## src/spc_cfg.svh

```systemverilog
// Offsets, field positions and reset values of the per-port ingress/egress control registers
// Contract
// - Bit 7 set enables broadcast storm protection on received packets of that port.
// - Bit 6 set enables DiffServ priority classification of received IPv4 packets.
// - Bit 5 set enables 802.1p user priority classification of received packets.
// - Bits 4-3 give default queue 0..3 when classification is off or fails.
// - With both classifiers on, their ORed priority replaces the port default priority.
// - Tag insertion bit adds an 802.1p/q tag on egress to untagged arrivals.
// - With tag insertion on, packets already tagged on arrival get no extra tag.
// - An inserted tag carries the ingress port's default VLAN identifier.
// - Tag removal bit strips the 802.1p/q tag on egress from tagged arrivals.
// - With tag removal on, untagged arrivals pass through the port unmodified; the code does so only with tag insertion off, else it inserts a tag.
// - Bit 0 set splits the transmit queue into four; clear means one queue.
// - Each port has its own copy with identical layout at its own address.
`ifndef SPC_CFG_SVH
`define SPC_CFG_SVH

`define SPC_PORT1_OFFSET     12'h010
`define SPC_PORT2_OFFSET     12'h020
`define SPC_PORT3_OFFSET     12'h030
`define SPC_REG_RESET        8'h00
`define SPC_BIT_STORM        7
`define SPC_BIT_DIFFSERV     6
`define SPC_BIT_DOT1P        5
`define SPC_PRIO_HI          4
`define SPC_PRIO_LO          3
`define SPC_BIT_TAG_INSERT   2
`define SPC_BIT_TAG_REMOVE   1
`define SPC_BIT_TXQ_SPLIT    0

`endif

```

## src/spc_pkg.sv

```systemverilog
// Types shared by the per-port control register bank
package spc_pkg;
    typedef logic [1:0] spc_prio_t;
    typedef enum logic [1:0] {
        SPC_TAG_KEEP   = 2'h0,
        SPC_TAG_INSERT = 2'h1,
        SPC_TAG_REMOVE = 2'h2
    } spc_tag_act_t;
endpackage : spc_pkg

```

## src/spc_port_ctrl.sv

```systemverilog
// Per-port ingress/egress control registers with APB access and their decode
//
// Chosen here: the APB slave port.
`timescale 1ns/10ps
`default_nettype none
`include "spc_cfg.svh"

module spc_port_ctrl #(
    parameter int NUM_PORTS = 3,
    parameter int VID_W     = 12
) (
    input  wire logic                          clk,
    input  wire logic                          rst,
    input  wire logic                          psel,
    input  wire logic                          penable,
    input  wire logic                          pwrite,
    input  wire logic [11:0]                   paddr,
    input  wire logic [31:0]                   pwdata,
    input  wire logic [3:0]                    pstrb,
    output logic      [31:0]                   prdata,
    output logic                               pready,
    output logic                               pslverr,
    // Per-port packet context from the switch core
    input  wire logic [NUM_PORTS-1:0]          rx_is_ipv4,
    input  wire logic [NUM_PORTS-1:0]          rx_tagged,
    input  wire logic [NUM_PORTS-1:0]          dscp_hit,
    input  wire logic [NUM_PORTS*2-1:0]        dscp_prio,
    input  wire logic [NUM_PORTS-1:0]          dot1p_hit,
    input  wire logic [NUM_PORTS*2-1:0]        dot1p_prio,
    input  wire logic [NUM_PORTS*VID_W-1:0]    port_vid,
    input  wire logic [NUM_PORTS-1:0]          tx_arrived_tagged,
    input  wire logic [NUM_PORTS*2-1:0]        tx_ingress_port,
    // Per-port steering outputs
    output logic      [NUM_PORTS-1:0]          storm_protect_en,
    output spc_pkg::spc_prio_t [NUM_PORTS-1:0] rx_queue,
    output spc_pkg::spc_tag_act_t [NUM_PORTS-1:0] tx_tag_action,
    output logic      [NUM_PORTS*VID_W-1:0]    tx_insert_vid,
    output logic      [NUM_PORTS-1:0]          transmit_queue_split
);
    import spc_pkg::*;

    // Elaboration checks: the decoder serves three register slots at most
    if (NUM_PORTS < 1 || NUM_PORTS > 3) begin : g_bad_ports
        $error("NUM_PORTS must be 1 to 3");
    end
    if (VID_W < 1) begin : g_bad_vid
        $error("VID_W must be at least 1");
    end
    // Each register needs its own aligned word for the byte-lane logic to hold
    if ((`SPC_PORT1_OFFSET % 4) != 0 || (`SPC_PORT2_OFFSET % 4) != 0
        || (`SPC_PORT3_OFFSET % 4) != 0) begin : g_bad_align
        $error("register offsets must be word aligned");
    end

    // Field widths of the register layout
    localparam int REG_W  = 8;
    localparam int PRIO_W = 2;
    localparam int IDX_W  = 2;

    // One 8-bit control register per port, all with the same layout
    logic [REG_W-1:0] ctrl [NUM_PORTS];

    // Bus phases: taken in the first access cycle, completed in the second
    logic             take;
    logic             complete;
    logic             byte_en;
    logic             wr_commit;
    logic             rd_answer;

    assign take      = psel & penable & ~pready;
    assign complete  = psel & penable & pready;
    // Only byte lane 0 carries register bits; other lanes are ignored
    assign byte_en   = pstrb[0];
    // Writes land only at the completing edge, when pready is sampled high
    assign wr_commit = complete & pwrite & byte_en;
    assign rd_answer = take & ~pwrite;

    // Address decode
    logic             hit1;
    logic             hit2;
    logic             hit3;
    logic             mapped;
    logic [IDX_W-1:0] sel_idx;
    logic [REG_W-1:0] rd_byte;

    assign hit1   = (paddr == `SPC_PORT1_OFFSET);
    assign hit2   = (paddr == `SPC_PORT2_OFFSET) && (NUM_PORTS > 1);
    assign hit3   = (paddr == `SPC_PORT3_OFFSET) && (NUM_PORTS > 2);
    assign mapped = hit1 | hit2 | hit3;

    // First match wins; unmapped addresses fall to slot 0 and are masked
    always_comb begin
        sel_idx = 2'h0;
        if (hit1) begin
            sel_idx = 2'h0;
        end else if (hit2) begin
            sel_idx = 2'h1;
        end else if (hit3) begin
            sel_idx = 2'h2;
        end else begin
            sel_idx = 2'h0;
        end
    end

    // Unmapped reads return zero rather than a neighbour's contents
    always_comb begin
        rd_byte = 8'h00;
        if (mapped) begin
            rd_byte = ctrl[sel_idx];
        end else begin
            rd_byte = 8'h00;
        end
    end

    // Answer computed in the taken cycle
    logic             next_pready;
    logic             next_pslverr;
    logic [31:0]      next_prdata;

    assign next_pready  = take;
    assign next_pslverr = take & ~mapped;
    always_comb begin
        next_prdata = 32'h0000_0000;
        if (rd_answer) begin
            next_prdata = {24'h00_0000, rd_byte};
        end else begin
            next_prdata = 32'h0000_0000;
        end
    end

    // Registered answer: pready, pslverr and prdata pulse for one cycle
    always_ff @(posedge clk) begin
        if (rst) begin
            pready <= 1'b0;
        end else begin
            pready <= next_pready;
        end
    end

    always_ff @(posedge clk) begin
        if (rst) begin
            pslverr <= 1'b0;
        end else begin
            pslverr <= next_pslverr;
        end
    end

    always_ff @(posedge clk) begin
        if (rst) begin
            prdata <= 32'h0000_0000;
        end else begin
            prdata <= next_prdata;
        end
    end

    genvar p;
    generate
        for (p = 0; p < NUM_PORTS; p++) begin : g_port
            logic                wr_hit;
            logic [REG_W-1:0]    c;
            logic                storm_bit;
            logic                diffserv_bit;
            logic                dot1p_bit;
            logic [PRIO_W-1:0]   default_prio;
            logic                insert_bit;
            logic                remove_bit;
            logic                split_bit;

            logic                ds_on;
            logic                dp_on;
            logic [PRIO_W-1:0]   ds_p;
            logic [PRIO_W-1:0]   dp_p;
            logic [PRIO_W-1:0]   next_q;

            logic                ins;
            logic                rem;
            spc_tag_act_t        next_tag;

            logic [IDX_W-1:0]    src;
            logic [IDX_W-1:0]    src_ok;
            logic [VID_W-1:0]    next_vid;
            logic                next_storm;
            logic                next_split;

            assign wr_hit       = wr_commit & mapped & (sel_idx == IDX_W'(p));
            assign c            = ctrl[p];
            assign storm_bit    = c[`SPC_BIT_STORM];
            assign diffserv_bit = c[`SPC_BIT_DIFFSERV];
            assign dot1p_bit    = c[`SPC_BIT_DOT1P];
            assign default_prio = c[`SPC_PRIO_HI:`SPC_PRIO_LO];
            assign insert_bit   = c[`SPC_BIT_TAG_INSERT];
            assign remove_bit   = c[`SPC_BIT_TAG_REMOVE];
            assign split_bit    = c[`SPC_BIT_TXQ_SPLIT];

            assign ds_on = diffserv_bit & rx_is_ipv4[p] & dscp_hit[p];
            assign dp_on = dot1p_bit & dot1p_hit[p];

            // Masked classifier priorities
            always_comb begin
                ds_p = 2'h0;
                dp_p = 2'h0;
                if (ds_on) begin
                    ds_p = dscp_prio[PRIO_W*p +: PRIO_W];
                end
                if (dp_on) begin
                    dp_p = dot1p_prio[PRIO_W*p +: PRIO_W];
                end
            end

            // A classifier that is off or misses contributes nothing to the OR
            always_comb begin
                next_q = default_prio;
                if (ds_on | dp_on) begin
                    next_q = ds_p | dp_p;
                end else begin
                    next_q = default_prio;
                end
            end

            assign ins = insert_bit & ~tx_arrived_tagged[p];
            assign rem = remove_bit & tx_arrived_tagged[p];

            // With both tag bits set, untagged arrivals get a tag inserted and tagged arrivals have theirs removed
            always_comb begin
                next_tag = SPC_TAG_KEEP;
                if (ins) begin
                    next_tag = SPC_TAG_INSERT;
                end else if (rem) begin
                    next_tag = SPC_TAG_REMOVE;
                end else begin
                    next_tag = SPC_TAG_KEEP;
                end
            end

            // Out-of-range ingress indices fall back to port 0, never past the VID bus
            assign src = tx_ingress_port[IDX_W*p +: IDX_W];
            always_comb begin
                src_ok = 2'h0;
                if (int'(src) < NUM_PORTS) begin
                    src_ok = src;
                end else begin
                    src_ok = 2'h0;
                end
            end
            assign next_vid   = port_vid[VID_W*src_ok +: VID_W];
            assign next_storm = storm_bit;
            assign next_split = split_bit;

            // Reset leaves every feature off and the default queue at 0
            always_ff @(posedge clk) begin
                if (rst) begin
                    ctrl[p] <= `SPC_REG_RESET;
                end else if (wr_hit) begin
                    ctrl[p] <= pwdata[REG_W-1:0];
                end
            end

            always_ff @(posedge clk) begin
                if (rst) begin
                    storm_protect_en[p] <= 1'b0;
                end else begin
                    storm_protect_en[p] <= next_storm;
                end
            end

            always_ff @(posedge clk) begin
                if (rst) begin
                    rx_queue[p] <= 2'h0;
                end else begin
                    rx_queue[p] <= next_q;
                end
            end

            always_ff @(posedge clk) begin
                if (rst) begin
                    tx_tag_action[p] <= SPC_TAG_KEEP;
                end else begin
                    tx_tag_action[p] <= next_tag;
                end
            end

            // Global tag setup is software's duty; only the VID comes from here
            always_ff @(posedge clk) begin
                if (rst) begin
                    tx_insert_vid[VID_W*p +: VID_W] <= '0;
                end else begin
                    tx_insert_vid[VID_W*p +: VID_W] <= next_vid;
                end
            end

            always_ff @(posedge clk) begin
                if (rst) begin
                    transmit_queue_split[p] <= 1'b0;
                end else begin
                    transmit_queue_split[p] <= next_split;
                end
            end
        end
    endgenerate

endmodule : spc_port_ctrl
`default_nettype wire

```

## config.mk

```make
export PLATFORM = sky130hd
export DESIGN_NAME = spc_port_ctrl
export DESIGN_NICKNAME = d
export VERILOG_FILES = /design/src/spc_pkg.sv /design/src/spc_port_ctrl.sv
export VERILOG_INCLUDE_DIRS = /design/src
export SDC_FILE = /design/constraint.sdc
export NUM_CORES = 1
export LEC_CHECK = 0
export BUFFER_PORTS_ARGS = -buffer_cell sky130_fd_sc_hd__buf_2
export CAP_MARGIN = 20
export CORE_ASPECT_RATIO = 1.4
export CORE_MARGIN = 2
export CORE_UTILIZATION = 24
export CTS_CLUSTER_SIZE = 10
export DETAILED_ROUTE_END_ITERATION = 8
export GPL_ROUTABILITY_DRIVEN = 0
export SYNTH_ARGS = -nofsm -noshare
export SYNTH_HDL_FRONTEND = slang
export SYNTH_SLANG_ARGS = --single-unit
```

## constraint.sdc

```tcl
create_clock -name clk -period 4.2 [get_ports clk]
set_input_delay 0.21 -clock clk [delete_from_list [all_inputs] [get_ports clk]]
set_output_delay 0.21 -clock clk [all_outputs]
set_load 0.1 [all_outputs]
```

======== Yosys cells after proc, flatten, opt, wreduce, memory -nomap -nowiden ========
Memories as Yosys holds them, arrays and structs flattened. A register that Yosys moved wholly into a read port is not among the register bits.
Cells that the tools add are included.
storage, ports and cells
  output and inout port bits .............. 88
  register bits ........................... 80
  word-level logic and storage cells ...... 120
  input port bits ......................... 122
  memories kept ........................... 1
  RAM bits ................................ 24
cells by class
  reduce and logical (&&, ||, !) cells .... 5
  bitwise gates (word level) .............. 44
  eq/ne operators ......................... 5
  muxes and demuxes ....................... 35
  $mul .................................... 3
  shift operators ......................... 3
  magnitude comparators ................... 3
memory list
  memory  depth  bits a word  read ports  clocked after Yosys merged registers in  write ports  RTL line             text
  ctrl    3      8            4           1                                        3            spc_port_ctrl.sv:61  logic [REG_W-1:0] ctrl [NUM_PORTS];
operator list
  operator                                                            count
  36-bit by 7-bit indexed part select with 12-bit output              3
  2-bit 2-to-1 mux                                                    18
  1-bit bitwise AND                                                   26
  12-bit by 6-bit == test with 1-bit output (second input constant)   2
  8-bit 2-to-1 mux                                                    3
  1-bit 2-to-1 mux                                                    14
  12-bit by 5-bit == test with 1-bit output (second input constant)   1
  2-bit by 2-bit multiplier with 4-bit output (first input constant)  3
  1-bit OR                                                            8
  1-bit NOT                                                           7
  2-bit < comparator (second input constant)                          3
  2-bit OR                                                            3
  2-bit OR reduction                                                  3
  3-bit OR reduction                                                  1
  2-bit by 1-bit == test with 1-bit output (second input constant)    1
  2-bit == test (second input constant)                               1
  2-bit logical NOT                                                   1

======== Longest topological paths before layout ========
  depth after elaboration ................. 10
  gate-level depth with buffers ........... 5
  depth with buffers taken out ............ 3

======== Least setup slack after synthesis ========
No wires, ideal clock.
  path type ............................... register to register
  start point ............................. reg pready
  end point ............................... mem ctrl[0][0] (enable)
  cell stages (with the launch flop) ...... 5
  buffers on the path ..................... 1
  setup time .............................. 0.375 ns
  setup slack ............................. 1.728 ns
  required time ........................... 3.825 ns
  clock period less this slack ............ 2.472 ns
  arrival time ............................ 2.097 ns
  cells stage by stage .................... dfxtp_1 and3_1 nand4_4 buf_2 o21bai_1
RTL lines
  item                      RTL line              text
  start: declaration        spc_port_ctrl.sv:21   output logic pready,
  start signal: assignment  spc_port_ctrl.sv:136  pready <= next_pready;
  end: declaration          spc_port_ctrl.sv:61

==> impl_metrics.json <==
{
  "status": "finished, final reports clean",
  "antenna_left": 0,
  "drv_slew": 0,
  "synth_async_sr_flop_share_pct": 0,
  "dominantRegCellSynth": "dfxtp_1",
  "multiInputGateArea_um2": 1898,
  "cts_tree": "yes",
  "grt_antenna_before_repair": 0,
  "ctsLongestPathBuffers": 2,
  "ys_ff_latch": 88,
  "ys_types": 31,
  "hold_viol_final": 0,
  "final_cell_area_um2": 5308,
  "num_rows": 56,
  "end_kind": "flop",
  "r2r_slack_ps": 2090,
  "grt_setup_unrepaired": "false",
  "die_y_um": 159.1,
  "synth_top_family_by_area": "simple AND/OR/NAND/NOR gates",
  "port_buffers": 155,
  "vias": 3493,
  "synth.yosys.seq_area_share_pct": 48.53,
  "setup_viol": 0,
  "critical-path-max-stage-delay_ps": 840,
  "wirelength_mm": 11.79,
  "p_leak_nw": 2.252,
  "grt_overflow": 0,
  "whs_path_depth": 2,
  "mostFrequentLayoutCell": "buf_2",
  "drc": 0,
  "synth-edff-count": 24,
  "post_cts_buffers": 0,
  "cts_resized": 0,
  "fill_cells": 1777,
  "ctsHoldBuffers": 0,
  "reg2regPathDepth": 3,
  "cp_slowest_cell": "o21bai_1",
  "muxShareOfSynthArea_pct": 7.765,
  "finalCritPeriodShare_pct": 50.35,
  "path_class": "reg -> reg",
  "htreeDepth": 3,
  "ir_drop_mv": 0.1434,
  "syn2layout_area_growth_pct": 28.66,
  "synth_compound_area_share_pct": 17.38,
  "grt_start_max_net_pins": 41,
  "clock_sinks": 88,
  "arrival_ps": 2090,
  "timing.rr.end": "ctrl[0][3]",
  "fin_nets": 658,
  "grt_pass1_wl_mm": 17.68,
  "rr_startpoint": "pready",
  "clk_latency_ps": 350,
  "syn_inst": 397,
  "p_per_area_nw_per_um2": 470.7,
  "worst_pin_slew_ps": 1066,
  "worstPathCellList": "and3_1 -> nand4_4 -> o21bai_1",
  "hold_path.class": "in -> reg",
  "diodes": 0,
  "fin_crit_ps": 2115,
  "drt_pass1_iterations": 4,
  "drv_cap": 0,
  "dieArea_um2": 18270,
  "core-area_um2": 16820,
  "track_usage_pct": 12.67,
  "synth_xor_area_share_pct": 0.4246,
  "min_from": "tx_arrived_tagged[1]",
  "viasPerCell": 4.695,
  "grt_pass1_vias": 3345,
  "fmax_ghz": 0.4729,
  "wl_per_cell_um": 15.84,
  "dpl-instance-area_um2": 4945,
  "cp_data_required_time_ps": 4170,
  "worstSetupStartpointType": "flop",
  "synthAdderAreaFrac_pct": 0,
  "min_to": "tx_tag_action[2]",
  "clk_pin_slew_ps": 70,
  "chipWidth_um": 114.8,
  "layout_common_cells": "buf_2, dfxtp_1, a211oi_1",
  "floorplan.initialDensity_pct": 24.53,
  "relSlewSlack_pct": 28.78,
  "dr.first_iter.drc_count": 200,
  "syn_avg_cell_area_um2": 10.39,
  "fin_skew_ps": 7.499,
  "drive_gt1_share_pct": 34.57,
  "yosysWarnings": 0,
  "synth_simple_gate_area_share_pct": 18.26,
  "hpwlAfterDp_mm": 8.781,
  "setup_tns_ps": 0,
  "pin_count": 210,
  "syn-cell-area_um2": 4125,
  "seq_area_um2": 2002,
  "cp_max_fo": 27,
  "numCtsBuffers": 9,
  "clockRootBuffer": "clkbuf_16"
}
report_power, final:
| group | leakage [nW] | internal [W] | total, W | switching (W) |
|---|---|---|---|---|
| logic | 1.29 | 0.000109 | 0.000590 | 0.000481 |
| clock network | 0.178 | 0.000620 | 0.000983 | 0.000362 |
| registers | 0.779 | 0.000911 | 0.000926 | 0.0000145 |
| total | 2.25 | 0.00164 | 0.00250 | 0.000858 |
logic make-up (layout without fill, tap and decap cells):
logic type	after synthesis	in the layout
other cells	1	24
xor+xnor	2	2
mux	32	32
simple gates	132	132
flops	88	88
buf+inv	52	173
compound gates	90	90
worst max-delay path by stage:
stage | startpoint | endpoint | slack, ps | cells past startpoint
2_1_floorplan | pready | ctrl[0][0] | 1730 | 4
3_3_place_gp | paddr[7] | ctrl[0][0] | 1900 | 4
3_5_place_dp | paddr[7] | ctrl[0][0] | 1830 | 4
4_1_cts | pready | ctrl[0][4] | 2070 | 3
5_1_grt | pready | ctrl[1][3] | 1920 | 3
6_report | pready | ctrl[0][3] | 2090 | 3
stage by stage:
stage	worst slack [ps]	util, %	instances	hold WS (ps)	total power [W]
after floorplan	1728	-	420	286.1	0.001426
after global placement	1898	29.36	727	398.0	0.001533
after detailed placement	1828	29.40	728	395.3	0.001537
after CTS	2068	31.56	744	16.73	0.002521
after global routing	1923	31.56	744	24.00	0.002580
final	2085	31.56	744	36.17	0.002498
critical path, delay by kind of cell (launching register included):
kind,cells,cell delay [ps]
and+or+nand+nor,2,540
AOI/OAI and AO/OA,1,840
DFF,1,360
Yosys cell counts, types with 2 or more instances:
cell type	instances	area (um2)
a22oi_1	12	90.09
nand4_1	6	37.54
nor4_4	2	42.54
dfxtp_1	64	1281
mux2i_1	32	320.3
a211oi_1	48	360.4
clkbuf_1	12	45.04
buf_1	3	11.26
a21oi_1	12	60.06
nor2_1	12	45.04
edfxtp_1	24	720.7
xnor2_1	2	17.52
buf_2	8	40.04
nand2b_1	10	62.56
nand2_1	20	75.07
nor2b_1	34	212.7
a31oi_1	6	37.54
a2111oi_2	8	120.1
o21bai_1	3	22.52
nand3_1	15	75.07
buf_4	28	210.2
nor3_1	25	125.1
nor3b_1	3	22.52
flip-flops by register name, summed over array words and instances (netlist names):
register and cells:
transmit_queue_split 3, prdata 8, pslverr 1, rx_queue 6
ctrl 24, pready 1, tx_tag_action 6, storm_protect_en 3
tx_insert_vid 36
layer usage:
layer	GRT usage, %	up-vias	share of wire [%]
met5	0	-	0
met4	6.024	0	2.3
met3	2.665	21	6.1
met2	22.94	154	51
met1	13.80	1622	40
li1	-	1696	-
cell type report:
class / instances / area share (%)
flip-flops and latches: 88 / 37.72
multi-input cells: 280 / 35.76
repair buffers: 157 / 14.90
well taps: 203 / 4.785
clock buffers: 10 / 4.715
clock inverters: 6 / 2.122
Power figures use the tool's default switching activity.
